[src/common/sfp_pkg.sv]
// shared constants and carrier types of the frame payload builder
package sfp_pkg;

  // ********************************************************************
  // nibble and frame timing, in link ticks
  // ********************************************************************
  localparam logic [11:0] NIBBLE_LOW_INTERVAL = 12'h005;
  localparam logic [11:0] NIBBLE_BASE_TICKS   = 12'h00C;
  localparam logic [11:0] SYNC_TICKS          = 12'h038;
  localparam logic [11:0] MIN_PAUSE_TICKS     = 12'h00C;

  // ********************************************************************
  // checksum
  // ********************************************************************
  localparam logic [3:0] CRC_SEED = 4'h5;
  localparam logic [3:0] CRC_POLY = 4'hD;

  // ********************************************************************
  // payload layout
  // ********************************************************************
  localparam logic [1:0] LAYOUT_MAG   = 2'h0;
  localparam logic [1:0] LAYOUT_DIAG  = 2'h1;
  localparam logic [1:0] LAYOUT_COUNT = 2'h2;
  localparam logic [1:0] LAYOUT_TEMP  = 2'h3;
  localparam logic [2:0] DATA_NIB_SHORT = 3'h3;
  localparam logic [2:0] DATA_NIB_LONG  = 3'h6;
  localparam int         FRAME_NIBS     = 8;
  localparam logic [11:0] COUNT_MAX_DIAG  = 12'h00F;
  localparam logic [11:0] COUNT_MAX_COUNT = 12'hFFF;

  // ********************************************************************
  // short serial message
  // ********************************************************************
  localparam logic [3:0] SS_LAST_FRAME = 4'hF;
  localparam logic [3:0] SS_ID_ERROR   = 4'h0;
  localparam logic [3:0] SS_ID_TEMP    = 4'h1;
  localparam logic [3:0] SS_ID_CID_LO  = 4'h2;
  localparam logic [3:0] SS_ID_CID_MID = 4'h3;
  localparam logic [3:0] SS_ID_CID_HI  = 4'h4;
  localparam logic [3:0] SS_ID_LAST    = 4'h4;

  // ********************************************************************
  // temperature scaling: value / 8 + 25, rounded
  // ********************************************************************
  localparam int                 TEMP_FRAC_BITS = 3;
  localparam logic signed [13:0] TEMP_ROUND     = 14'sh0004;
  localparam logic signed [13:0] TEMP_OFFSET    = 14'sh0019;
  localparam logic signed [13:0] TEMP_SAT_HI    = 14'sh007F;
  localparam logic signed [13:0] TEMP_SAT_LO    = -14'sh0080;
  localparam logic [7:0]         TEMP8_MAX      = 8'h7F;
  localparam logic [7:0]         TEMP8_MIN      = 8'h80;

  // ********************************************************************
  // carriers
  // ********************************************************************
  typedef struct packed {
    logic [1:0] dataLayout;
    logic       slowSerialDis;
    logic       sharedMode;
    logic       addrInStatus;
    logic       crcIncludesStatus;
  } sfp_cfg_t;

  typedef struct packed {
    logic [11:0] magOut;
    logic [11:0] tempOut;
    logic [7:0]  diagFlags;
    logic [7:0]  errStatus;
    logic [1:0]  devStatus;
  } sfp_sample_t;

  typedef enum logic [3:0] {
    ST_IDLE  = 4'b0001,
    ST_SYNC  = 4'b0010,
    ST_NIB   = 4'b0100,
    ST_PAUSE = 4'b1000
  } sfp_state_t;

endpackage

[src/rtl/sfp_crc4_step.sv]
// one nibble step of the 4-bit checksum
`timescale 1ns/100ps
`default_nettype none

module sfp_crc4_step (
  input  wire logic [3:0] crcIn,
  input  wire logic [3:0] nibble,
  input  wire logic       enable,
  output logic      [3:0] crcOut
);

  logic [3:0] acc;
  logic       fb;

  // bits enter msb first; a disabled step passes the value through
  always_comb begin
    acc = crcIn;
    fb  = 1'b0;
    for (int i = 3; i >= 0; i--) begin
      fb  = acc[3] ^ nibble[i];
      acc = {acc[2:0], 1'b0} ^ (fb ? sfp_pkg::CRC_POLY : 4'h0);
    end
    crcOut = enable ? acc : crcIn;
  end

endmodule

`default_nettype wire

[src/rtl/sfp_frame_builder.sv]
// frame payload builder: status, data, checksum and nibble timing of outgoing frames
//
// Behaviour
// - serial message only while slow serial disable is 0
// - message ids 0 to 4 from reset, wrap
// - sixteen frames per message, bit 3 start marker
// - bit 2 sends id, data, crc
// - message checksum over id and data, same algorithm
// - id 0 carries eight error status bits
// - id 1 carries rounded saturated 8-bit temperature
// - ids 2,3,4 carry customer identifier bytes
// - shared modes may put line address in bits 3:2
// - layout setting selects data nibbles
// - magnetic value first, nibbles msb first
// - frame counter wraps at 15 or 4095
// - temperature payload twelve-bit signed eighth degrees
// - diagnostic byte flags in fixed order
// - frame crc over data, seed 0101
// - shared modes may include status in crc
// - every nibble starts with five low ticks
// - sync, status, data, crc, then pause
// - status bits 1:0 carry device status
// - nibble lasts 12 to 27 ticks
`timescale 1ns/100ps
`default_nettype none

module sfp_frame_builder #(
  parameter int TICK_W = 12
) (
  input  wire logic                clk,
  input  wire logic                nrst,
  input  wire logic                tickEn,
  input  wire logic                frameReq,
  input  wire sfp_pkg::sfp_cfg_t   cfg,
  input  wire sfp_pkg::sfp_sample_t sample,
  input  wire logic [23:0]         customerIdentifier,
  input  wire logic [1:0]          lineAddr,
  input  wire logic [TICK_W-1:0]   pauseTicks,
  output logic                     sentLow,
  output logic                     busy,
  output logic                     frameDone,
  output logic [3:0]               statusNibble,
  output logic [11:0]              frameCount,
  output logic [3:0]               msgId
);

  // ********************************************************************
  // state
  // ********************************************************************
  sfp_pkg::sfp_state_t state;
  logic [TICK_W-1:0]   tickCnt;
  logic [2:0]          nibIdx;
  logic [2:0]          lastIdx;
  logic [3:0]          frameNib [sfp_pkg::FRAME_NIBS];
  logic [3:0]          ssIdx;
  logic [15:0]         ssWord;

  logic [TICK_W-1:0]   segLen;
  logic [TICK_W-1:0]   pauseLen;
  logic                segEnd;
  logic                startFrame;
  logic [3:0]          curNib;

  // ********************************************************************
  // payload assembly
  // ********************************************************************
  logic [3:0]  pNib [7];
  logic [2:0]  dataCnt;
  logic [11:0] extra;
  logic [3:0]  nextStatus;
  logic        serialOn;
  logic        inclStatus;

  assign serialOn   = !cfg.slowSerialDis;
  assign inclStatus = cfg.sharedMode && cfg.crcIncludesStatus;

  always_comb begin
    unique case (cfg.dataLayout)
      sfp_pkg::LAYOUT_DIAG:  extra = {sample.diagFlags, frameCount[3:0]};
      sfp_pkg::LAYOUT_COUNT: extra = frameCount;
      sfp_pkg::LAYOUT_TEMP:  extra = sample.tempOut;
      default:               extra = 12'h000;
    endcase
    dataCnt = (cfg.dataLayout == sfp_pkg::LAYOUT_MAG) ?
              sfp_pkg::DATA_NIB_SHORT : sfp_pkg::DATA_NIB_LONG;
  end

  // ********************************************************************
  // short serial message word
  // ********************************************************************
  logic signed [13:0] tRound;
  logic signed [13:0] tDeg;
  logic [7:0]         temp8;
  logic [7:0]         ssData;
  logic [3:0]         ssCrc [4];
  logic [15:0]        ssWordNow;
  logic               ssBit;

  // round away the fraction, then shift to ambient degrees and clamp
  always_comb begin
    tRound = (signed'({{2{sample.tempOut[11]}}, sample.tempOut}) + sfp_pkg::TEMP_ROUND)
             >>> sfp_pkg::TEMP_FRAC_BITS;
    tDeg   = tRound + sfp_pkg::TEMP_OFFSET;
    if (tDeg > sfp_pkg::TEMP_SAT_HI) begin
      temp8 = sfp_pkg::TEMP8_MAX;
    end else if (tDeg < sfp_pkg::TEMP_SAT_LO) begin
      temp8 = sfp_pkg::TEMP8_MIN;
    end else begin
      temp8 = tDeg[7:0];
    end
  end

  always_comb begin
    unique case (msgId)
      sfp_pkg::SS_ID_ERROR:   ssData = sample.errStatus;
      sfp_pkg::SS_ID_TEMP:    ssData = temp8;
      sfp_pkg::SS_ID_CID_LO:  ssData = customerIdentifier[7:0];
      sfp_pkg::SS_ID_CID_MID: ssData = customerIdentifier[15:8];
      sfp_pkg::SS_ID_CID_HI:  ssData = customerIdentifier[23:16];
      default:                ssData = 8'h00;
    endcase
  end

  assign ssCrc[0] = sfp_pkg::CRC_SEED;

  sfp_crc4_step ssStep0 (
    .crcIn  (ssCrc[0]),
    .nibble (msgId),
    .enable (1'b1),
    .crcOut (ssCrc[1])
  );

  sfp_crc4_step ssStep1 (
    .crcIn  (ssCrc[1]),
    .nibble (ssData[7:4]),
    .enable (1'b1),
    .crcOut (ssCrc[2])
  );

  sfp_crc4_step ssStep2 (
    .crcIn  (ssCrc[2]),
    .nibble (ssData[3:0]),
    .enable (1'b1),
    .crcOut (ssCrc[3])
  );

  assign ssWordNow = {msgId, ssData, ssCrc[3]};

  // the first frame uses the fresh word; later frames read the held copy
  assign ssBit = (ssIdx == 4'h0) ? ssWordNow[15] : ssWord[4'hF - ssIdx];

  always_comb begin
    nextStatus[1:0] = sample.devStatus;
    if (serialOn) begin
      nextStatus[3] = (ssIdx == 4'h0);
      nextStatus[2] = ssBit;
    end else if (cfg.sharedMode && cfg.addrInStatus) begin
      nextStatus[3:2] = lineAddr;
    end else begin
      nextStatus[3:2] = 2'h0;
    end
  end

  // ********************************************************************
  // frame checksum chain
  // ********************************************************************
  logic [3:0] crcChain [8];
  logic [6:0] stepEn;

  always_comb begin
    pNib[0] = nextStatus;
    pNib[1] = sample.magOut[11:8];
    pNib[2] = sample.magOut[7:4];
    pNib[3] = sample.magOut[3:0];
    pNib[4] = extra[11:8];
    pNib[5] = extra[7:4];
    pNib[6] = extra[3:0];
    stepEn[0] = inclStatus;
    for (int i = 1; i < 7; i++) begin
      stepEn[i] = (3'(i) <= dataCnt);
    end
  end

  assign crcChain[0] = sfp_pkg::CRC_SEED;

  for (genvar g = 0; g < 7; g++) begin : gCrc
    sfp_crc4_step step (
      .crcIn  (crcChain[g]),
      .nibble (pNib[g]),
      .enable (stepEn[g]),
      .crcOut (crcChain[g+1])
    );
  end

  // ********************************************************************
  // segment timing
  // ********************************************************************
  assign curNib   = frameNib[nibIdx];
  assign pauseLen = (pauseTicks < sfp_pkg::MIN_PAUSE_TICKS) ?
                    TICK_W'(sfp_pkg::MIN_PAUSE_TICKS) : pauseTicks;

  always_comb begin
    case (state)
      sfp_pkg::ST_SYNC:  segLen = TICK_W'(sfp_pkg::SYNC_TICKS);
      sfp_pkg::ST_NIB:   segLen = TICK_W'(sfp_pkg::NIBBLE_BASE_TICKS) + TICK_W'(curNib);
      sfp_pkg::ST_PAUSE: segLen = pauseLen;
      default:           segLen = TICK_W'(sfp_pkg::NIBBLE_BASE_TICKS);
    endcase
  end

  assign segEnd     = tickEn && (tickCnt == segLen - TICK_W'(1));
  assign startFrame = frameReq && ((state == sfp_pkg::ST_IDLE) ||
                                   ((state == sfp_pkg::ST_PAUSE) && segEnd));

  // ********************************************************************
  // frame sequencer
  // ********************************************************************
  always_ff @(posedge clk or negedge nrst) begin
    if (!nrst) begin
      state  <= sfp_pkg::ST_IDLE;
      nibIdx <= 3'h0;
    end else begin
      case (state)
        sfp_pkg::ST_IDLE: begin
          if (startFrame) begin
            state <= sfp_pkg::ST_SYNC;
          end
        end
        sfp_pkg::ST_SYNC: begin
          if (segEnd) begin
            state  <= sfp_pkg::ST_NIB;
            nibIdx <= 3'h0;
          end
        end
        sfp_pkg::ST_NIB: begin
          if (segEnd) begin
            if (nibIdx == lastIdx) begin
              state <= sfp_pkg::ST_PAUSE;
            end else begin
              nibIdx <= nibIdx + 3'h1;
            end
          end
        end
        sfp_pkg::ST_PAUSE: begin
          if (segEnd) begin
            state <= startFrame ? sfp_pkg::ST_SYNC : sfp_pkg::ST_IDLE;
          end
        end
        default: state <= sfp_pkg::ST_IDLE;
      endcase
    end
  end

  always_ff @(posedge clk or negedge nrst) begin
    if (!nrst) begin
      tickCnt <= '0;
    end else if (startFrame || segEnd) begin
      tickCnt <= '0;
    end else if (tickEn && (state != sfp_pkg::ST_IDLE)) begin
      tickCnt <= tickCnt + TICK_W'(1);
    end
  end

  // one clock of lag against the tick counter, uniform over the frame
  always_ff @(posedge clk or negedge nrst) begin
    if (!nrst) begin
      sentLow <= 1'b0;
    end else begin
      sentLow <= (state != sfp_pkg::ST_IDLE) && (tickCnt < sfp_pkg::NIBBLE_LOW_INTERVAL);
    end
  end

  assign busy = (state != sfp_pkg::ST_IDLE);

  always_ff @(posedge clk or negedge nrst) begin
    if (!nrst) begin
      frameDone <= 1'b0;
    end else begin
      frameDone <= (state == sfp_pkg::ST_PAUSE) && segEnd;
    end
  end

  // ********************************************************************
  // frame latch
  // ********************************************************************
  // the whole frame is frozen at its start so a changing sample cannot
  // tear a frame between data and checksum
  always_ff @(posedge clk or negedge nrst) begin
    if (!nrst) begin
      for (int i = 0; i < sfp_pkg::FRAME_NIBS; i++) begin
        frameNib[i] <= 4'h0;
      end
      lastIdx      <= sfp_pkg::DATA_NIB_SHORT + 3'h1;
      statusNibble <= 4'h0;
    end else if (startFrame) begin
      for (int i = 0; i < sfp_pkg::FRAME_NIBS; i++) begin
        if (i < 7 && 3'(i) <= dataCnt) begin
          frameNib[i] <= pNib[i];
        end else if (3'(i) == dataCnt + 3'h1) begin
          frameNib[i] <= crcChain[7];
        end else begin
          frameNib[i] <= 4'h0;
        end
      end
      lastIdx      <= dataCnt + 3'h1;
      statusNibble <= nextStatus;
    end
  end

  // ********************************************************************
  // frame counter
  // ********************************************************************
  // counted as a frame is taken, so a frame latches the value from before its own step
  always_ff @(posedge clk or negedge nrst) begin
    if (!nrst) begin
      frameCount <= 12'h000;
    end else if (startFrame) begin
      if (cfg.dataLayout == sfp_pkg::LAYOUT_DIAG &&
          frameCount >= sfp_pkg::COUNT_MAX_DIAG) begin
        frameCount <= 12'h000;
      end else if (frameCount == sfp_pkg::COUNT_MAX_COUNT) begin
        frameCount <= 12'h000;
      end else begin
        frameCount <= frameCount + 12'h001;
      end
    end
  end

  // ********************************************************************
  // short serial message sequencing
  // ********************************************************************
  always_ff @(posedge clk or negedge nrst) begin
    if (!nrst) begin
      ssWord <= 16'h0000;
    end else if (startFrame && serialOn && ssIdx == 4'h0) begin
      ssWord <= ssWordNow;
    end
  end

  // disabling the stream abandons the message in flight; the id is kept
  always_ff @(posedge clk or negedge nrst) begin
    if (!nrst) begin
      ssIdx <= 4'h0;
      msgId <= sfp_pkg::SS_ID_ERROR;
    end else if (!serialOn) begin
      ssIdx <= 4'h0;
    end else if (startFrame) begin
      ssIdx <= ssIdx + 4'h1;
      if (ssIdx == sfp_pkg::SS_LAST_FRAME) begin
        msgId <= (msgId == sfp_pkg::SS_ID_LAST) ? sfp_pkg::SS_ID_ERROR
                                                 : msgId + 4'h1;
      end
    end
  end

endmodule

`default_nettype wire

[config.mk]
export PLATFORM = sky130hd
export DESIGN_NAME = sfp_frame_builder
export DESIGN_NICKNAME = d
export VERILOG_FILES = /design/src/common/sfp_pkg.sv /design/src/rtl/sfp_crc4_step.sv /design/src/rtl/sfp_frame_builder.sv
export SDC_FILE = /design/constraint.sdc
export NUM_CORES = 1
export LEC_CHECK = 0
export BUFFER_PORTS_ARGS = -buffer_cell sky130_fd_sc_hd__buf_2
export CAP_MARGIN = 20
export CORE_ASPECT_RATIO = 1.75
export CORE_MARGIN = 8
export CORE_UTILIZATION = 30
export DETAILED_ROUTE_END_ITERATION = 7
export HOLD_SLACK_MARGIN = 0.08
export PLACE_DENSITY_LB_ADDON = 0.15
export SYNTH_ARGS = -nofsm -noshare
export SYNTH_HDL_FRONTEND = slang
export SYNTH_SLANG_ARGS = --single-unit
[constraint.sdc]
create_clock -name clk -period 5.3 [get_ports clk]
set_clock_uncertainty 0.2 [all_clocks]
set_input_delay 0.795 -clock clk [delete_from_list [all_inputs] [get_ports clk]]
set_output_delay 0.795 -clock clk [all_outputs]
set_load 0.1 [all_outputs]
==> results of run 1 <==
## through the flow
stage          total power (W)  setup WS [ns]
5_1_grt               0.003793        0.07841
6_report              0.003529         0.3785
2_1_floorplan         0.002501         0.5109
3_3_place_gp          0.002909         0.1381
3_5_place_dp          0.002922        0.08738
4_1_cts               0.003569        0.04394
## kinds of logic (layout without fill, tap and decap cells)
kind of cell    Yosys count  count (layout)  share of synthesized area [%]
mux                      56              56                          9.936
simple gates            255             255                          17.79
flops                    90              90                          31.84
xor+xnor                122             122                          17.06
compound gates          157             157                          15.74
buf+inv                  73             178                          4.632
fa+ha+maj                17              17                          3.006
## report_power, final
group	internal, W	leakage [nW]	switching (W)
combinational	0.000770	2.34	0.00103
clock	0.000358	0.142	0.000275
sequential	0.000898	1.15	0.000196
## final timing paths
path / start / endpoint / slack, ns / cells past startpoint
setup / recovery: nibIdx[0] / msgId[3] / 0.38 / 17
hold / removal: nrst / frameCount[8] / 0.28 / 1
setup reg to reg: nibIdx[0] / msgId[3] / 0.38 / 17
hold reg to reg: ssWord[5] / ssWord[5] / 0.28 / 2
max in group asynchronous: nrst / statusNibble[0] / 3.62 / 2
min in group clk: ssWord[5] / ssWord[5] / 0.28 / 2
## worst reg2reg max path: stages (launching register included)
cell	delay, ns
dfrtp_4	0.55
mux4_2	0.52
mux2i_1	0.26
ha_1	0.28
inv_1	0.06
a21oi_1	0.06
o32ai_1	0.30
or2_2	0.20
xor2_1	0.19
xnor2_1	0.08
or4_1	0.52
or3_1	0.33
nor4_2	0.30
o21a_2	0.25
buf_12	0.13
nand3_2	0.12
or2_1	0.27
o31ai_1	0.23
## registers in the layout, summed over array words and instances (netlist names)
name	cells
frameDone	1
state	4
statusNibble	4
ssIdx	4
msgId	4
tickCnt	12
ssWord	16
lastIdx	1
frameCount	12
nibIdx	3
sentLow	1
frameNib	28
## synth_stat cells (all sizes together) (3+ instances only)
cell / instances
nor3b: 6
a22o: 7
nor2b: 6
nor4: 10
a21boi: 4
nand3: 22
buf: 22
a222oi: 11
o31ai: 6
or2: 7
o32ai: 3
inv: 29
xnor2: 76
and2: 8
mux4: 9
nand4: 7
o21a: 4
clkbuf: 21
a21bo: 3
nor3: 12
nand2b: 8
mux2: 24
and4: 3
ha: 17
nor2: 63
o22ai: 7
nand2: 79
xor2: 36
and3: 10
a21oi: 28
a22oi: 9
dfrtp: 89
a21o: 6
xnor3: 9
mux2i: 23
a31oi: 8
o21ai: 39
or3: 7
## area by class of cell
cell class	count	share of cell area, %
clock buffer	13	3.266
clock inverter	3	0.2570
inverter	30	1.361
multi-input combinational	607	54.32
sequential	90	27.28
tap	304	4.596
timing repair buffer	132	8.920
## repair_timing
item / CTS / global route
buffers inserted: 0 / 2
setup endpoints to repair: 0 / 48
resized for setup: 0 / 2
## routing by layer
| metal | up-vias | wire, um |
|---|---|---|
| met2 | 122 | 12150 |
| met3 | 28 | 686 |
| li1 | 2931 | - |
| met5 | - | 0 |
| met1 | 2825 | 7703 |
| met4 | 0 | 595 |
==> results.txt, run 1 <==
Post-synthesis instance area: 0.007077 sq mm
Syn_nets: 877
Worst Path Arrival: 4.97 ns
I/O pin count: 113
Worst Setup End Kind: flip-flop
Top delay family on crit path: simple AND/OR/NAND/NOR gates
Final Hold Fails: 0
CTS tree: done
Fin Hold WS: 0.2775 ns
WL final: 21,130 um
Worst IR Drop VDD: 0.1554 mV
Worst path slowest cell: dfrtp_4
# port buffers: 112
Gp weighted congestion: 0.8794
Vias in the first global route: 6,449
Core area: 0.02324 sq mm
Root Driver: clkbuf_16
Status: complete, no violations
Unrepaired setup endpoints after global routing: false
Placed Cells: 1,161
Final setup fails: 0
Sequential share of the synthesized area: 31.84%
Top_reg_cell synth: dfrtp_1
Rows: 74
Most frequent cells in the layout: 111 x buf_2, 88 x dfrtp_1, 78 x nand2_1
P&R area growth vs syn: 16.94%
Die area: 0.02895 sq mm
Chip height: 219.2 um
TritonCTS Buffers: 9
Worst-skew pair later-pin latency: 0.35 ns
Routed wire length per instance: 17.92 um
TNS Setup: 0 ns
Synthesis warning total: 0
Chip width: 132.1 um
Synth cell types: 82
Ant diodes: 0
Max-cap violations: 0
Post-synth ARST share: 100.0%
Crit-path max FO: 13
Placed Area: 0.007953 sq mm
Area occupied by multi-input gates: 0.004496 sq mm
Via Count: 5,906
Initial Util: 30.45%
Via density: 5.009
Max stage delay on crit path: 0.55 ns
Power per Cell Area: 426.4 mW/mm^2
Yosys reg bits: 90
GR Util met2: 30.18%
Setup CP Type: flip-flop to flip-flop
Cells after Synth: 770
Synth area leaders: dfrtp_1 31%, xnor2_1 9.4%, xor2_1 4.5%
Final HPWL DP: 17,230 um
CTS Hold Bufs: 0
Sink Count: 90
Initial drt markers: 321
Critical path required time: 5.35 ns
Clk buf depth: 2
Syn_area_per_cell: 9.191 sq um
Largest area contributor in the netlist: dfrtp_1
Crit-path cells: mux4_2, mux2i_1, ha_1, inv_1, a21oi_1, o32ai_1, or2_2, xor2_1, xnor2_1, or4_1, or3_1, nor4_2, o21a_2, buf_12, nand3_2, or2_1, o31ai_1
FF/Latch Area: 0.002257 sq mm
Total GRT Usage: 14.95%
Antenna violations before repair: 0
Antenna Nets Post-Route: 0
Final Max Tran Viols: 0
Gr ovfl total: 0
M3 GR Usage: 2.289%
Worst-Margin Slew: 0.7496 ns
Critical Path Source Type: flip-flop
Crit path time final: 4.922 ns
Static leakage: 3.628 nW
Commonest non-fill, non-tap cell in the layout: buf_2
Fin area: 0.008275 sq mm
GR Util met1: 14.62%
Share of cells above drive strength 1: 23.20%
Synth top area share: 31.47%
Final Util: 35.61%
Worst-path clk slew: 0.07 ns
Min-Delay Path Class: input pin to asynchronous set/reset pin
Slew HR: 49.23%
Post-synth EDFFs: 0
# DRC: 0
Fill cells: 2,428
Max Freq: 0.2032 GHz
CP bufs+invs: 2
First-pass GRT wire length: 34,400 um
Largest net degree at the start of global routing: 52
Maximum level of the CTS H-tree: 3
Fin nets: 977
Drt first pass iters: 5
Most Used Layer, Global Route: met2
Post-route insts no fill: 1,179
Final worst path period share: 92.86%
(Power assumes the default switching activity.)
==> inputs of run 2 (changes only) <==
--- a/config.mk
+++ b/config.mk
@@ -13,6 +13,7 @@
 export DETAILED_ROUTE_END_ITERATION = 7
 export HOLD_SLACK_MARGIN = 0.08
 export PLACE_DENSITY_LB_ADDON = 0.15
+export REMOVE_ABC_BUFFERS = 1
 export SYNTH_ARGS = -nofsm -noshare
 export SYNTH_HDL_FRONTEND = slang
 export SYNTH_SLANG_ARGS = --single-unit
==> results.txt, run 2 (synthesis results as in run 1) <==
WL final: 21,290 um (+0.76%)
Sequential cell fraction of total power: 30.1% (-0.9 points)
Power per Cell Area: 430.8 mW/mm^2 (+1.0%)
CTS Hold Bufs: 0 (unchanged)
P&R area growth vs syn: 17.95%
Post-route insts no fill: 1,187 (+0.68%)
Worst Setup End Kind: flip-flop
# port buffers: 112 (unchanged)
Share of cells above drive strength 1: 24.24% (+1.0 points)
Fin area: 0.008347 sq mm (+0.86%)
Most frequent cells in the layout: 112 x buf_2, 88 x dfrtp_1, 78 x nand2_1
FF/Latch Area: 0.002257 sq mm (unchanged)
Worst-Margin Slew: 0.7394 ns (-0.01020 ns)
I/O pin count: 113 (unchanged)
Root Driver: clkbuf_16
RR Startpoint: nibIdx[0]
Drt first pass iters: 8 (+3)
Final HPWL DP: 17,250 um (+0.11%)
Critical Path Source Type: flip-flop
Final Max Tran Viols: 0 (unchanged)
Crit path time final: 4.986 ns (+0.06404 ns)
Antenna Nets Post-Route: 0 (unchanged)
Sink Count: 90 (unchanged)
Crit-path max FO: 8 (-5)
Vias in the first global route: 6,388 (-0.95%)
Reg2reg setup slack: 0.31 ns (-0.06 ns)
Static leakage: 3.673 nW (+1.2%)
Clock power share: 19.1% (+1.2 points)
Cell Int Power: 0.002064 W (+1.9%)
Worst-skew pair later-pin latency: 0.36 ns (about the same)
Largest register by flop count: frameNib
Rows: 74 (unchanged)
Max-cap violations: 0 (unchanged)
Routed wire length per instance: 17.94 um (about the same)
Chip width: 132.1 um (unchanged)
Min-Delay Path Class: input pin to asynchronous set/reset pin
Final worst path period share: 94.07% (+1.2 points)
NetSw: 0.001531 W (+1.9%)
Final setup fails: 0 (unchanged)
Area occupied by multi-input gates: 0.004507 sq mm (+0.25%)
Slew HR: 49.92% (+0.69 points)
Via density: 5.021 (+0.23%)
Max Freq: 0.2006 GHz (-1.3%)
TritonCTS Buffers: 9 (unchanged)
Worst Path Arrival: 5.04 ns (+0.07 ns)
Chip height: 219.2 um (unchanged)
Ant diodes: 0 (unchanged)
Via Count: 5,960 (+0.91%)
Clk buf depth: 2 (unchanged)
Setup CP Type: flip-flop to flip-flop
Initial drt markers: 282 (-12%)
Status: complete, no violations
Initial Util: 30.45% (unchanged)
Gr ovfl total: 0 (unchanged)
Reg2reg path depth: 17 (unchanged)
Fin nets: 985 (+0.82%)
CTS tree: done
Combinational share of power: 50.8% (-0.3 points)
Commonest non-fill, non-tap cell in the layout: buf_2
Die area: 0.02895 sq mm (unchanged)
Gp weighted congestion: 0.8459 (-3.8%)
Worst-path clk slew: 0.07 ns (about the same)
Total GRT Usage: 15.07% (+0.12 points)
Critical path required time: 5.36 ns (about the same)
Placed Cells: 1,168 (+0.60%)
Reg2reg end: msgId[3]
Antenna violations before repair: 0 (unchanged)
Placed Area: 0.007993 sq mm (+0.50%)
Core area: 0.02324 sq mm (unchanged)
Largest register FFs: 28 (unchanged)
Switching share of power: 42.59% (about the same)
Largest net degree at the start of global routing: 55 (+5.8%)
First-pass GRT wire length: 34,570 um (+0.48%)
Worst IR Drop VDD: 0.1601 mV (+3.0%)
Top flop regs: frameNib x28, ssWord x16
# DRC: 0 (unchanged)
Fill cells: 2,440 (+0.49%)
Maximum level of the CTS H-tree: 3 (unchanged)
Final Hold Fails: 0 (unchanged)
run 2: cell types whose count changed in the layout (fill, tap and decap cells not counted), sizes merged:
cell | before | now
clkbuf | 13 | 11
bufinv | 0 | 1
clkinv | 2 | 3
clkinvlp | 1 | 2
buf | 132 | 140
inv | 30 | 29
run 2: how the worst max path moves through the flow:
stage	start	end
CTS	nibIdx[0]	frameCount[11]
detailed placement	nibIdx[0]	frameCount[11]
finish	nibIdx[0]	msgId[3]
global placement	pauseTicks[5]	frameCount[11]
global route	nibIdx[0]	msgId[3]
floorplan	statusNibble[0]	ssWord[0]
run 2: worst max-delay path, cell delays in order (launching register included):
cell,delay [ns]
dfrtp_4,0.51
buf_2,0.20
mux4_2,0.50
mux2i_1,0.20
ha_1,0.26
inv_1,0.06
a21oi_1,0.07
o32ai_2,0.25
or2_2,0.19
xor2_1,0.17
xnor2_1,0.08
or4_1,0.51
or3_1,0.33
nor4_2,0.29
o21a_2,0.33
nand3_2,0.19
or2_1,0.28
o31ai_1,0.26
run 2: stage by stage:
| stage | power, W | setup WS (ns) | setup TNS (ns) | hold slack (ns) | util [%] |
|---|---|---|---|---|---|
| floorplan | 0.002441 | -0.2536 | -3.206 | 0.2410 | - |
| global placement | 0.002934 | 0.06601 | 0 | 0.2547 | 34.39 |
| detailed placement | 0.002943 | -0.01877 | -0.02719 | 0.2649 | 34.39 |
| CTS | 0.003648 | 0.1687 | 0 | 0.2801 | 35.75 |
| global route | 0.003842 | -0.007907 | -0.007907 | 0.3136 | 35.92 |
| finish | 0.003596 | 0.3144 | 0 | 0.2710 | 35.92 |
run 2: layout make-up:
class / count / share of cell area (%)
repair buffers: 140 / 9.279
inverters: 30 / 1.349
flip-flops and latches: 90 / 27.04
clock buffers: 11 / 3.028
clock inverters: 5 / 0.7495
well taps: 304 / 4.557
multi-input cells: 607 / 53.99
run 2: per-layer routing:
metal | GRT usage [%] | share of wire (%) | vias up
li1 | - | - | 2955
met4 | 5.541 | 1.9 | 0
met3 | 3.297 | 3.7 | 22
met5 | 0 | 0 | -
met2 | 29.39 | 57 | 123
met1 | 15.22 | 38 | 2860
run 2: power groups by stage:
| stage | Sequential (W) | Combinational (W) | Clock (W) |
|---|---|---|---|
| 2_1_floorplan | 0.00127 | 0.00117 | 0 |
| 3_3_place_gp | 0.00110 | 0.00183 | 0 |
| 3_5_place_dp | 0.00110 | 0.00184 | 0 |
| 4_1_cts | 0.00109 | 0.00185 | 0.000711 |
| 5_1_grt | 0.00111 | 0.00200 | 0.000733 |
| 6_report | 0.00108 | 0.00183 | 0.000687 |
run 2: what timing repair did:
action | in CTS | in global routing
setup buffers | 0 | 3
endpoints found under the hold margin | 0 | 0
resized for setup | 1 | 4
endpoints found under the setup margin | 2 | 25
pin swaps | 0 | 1
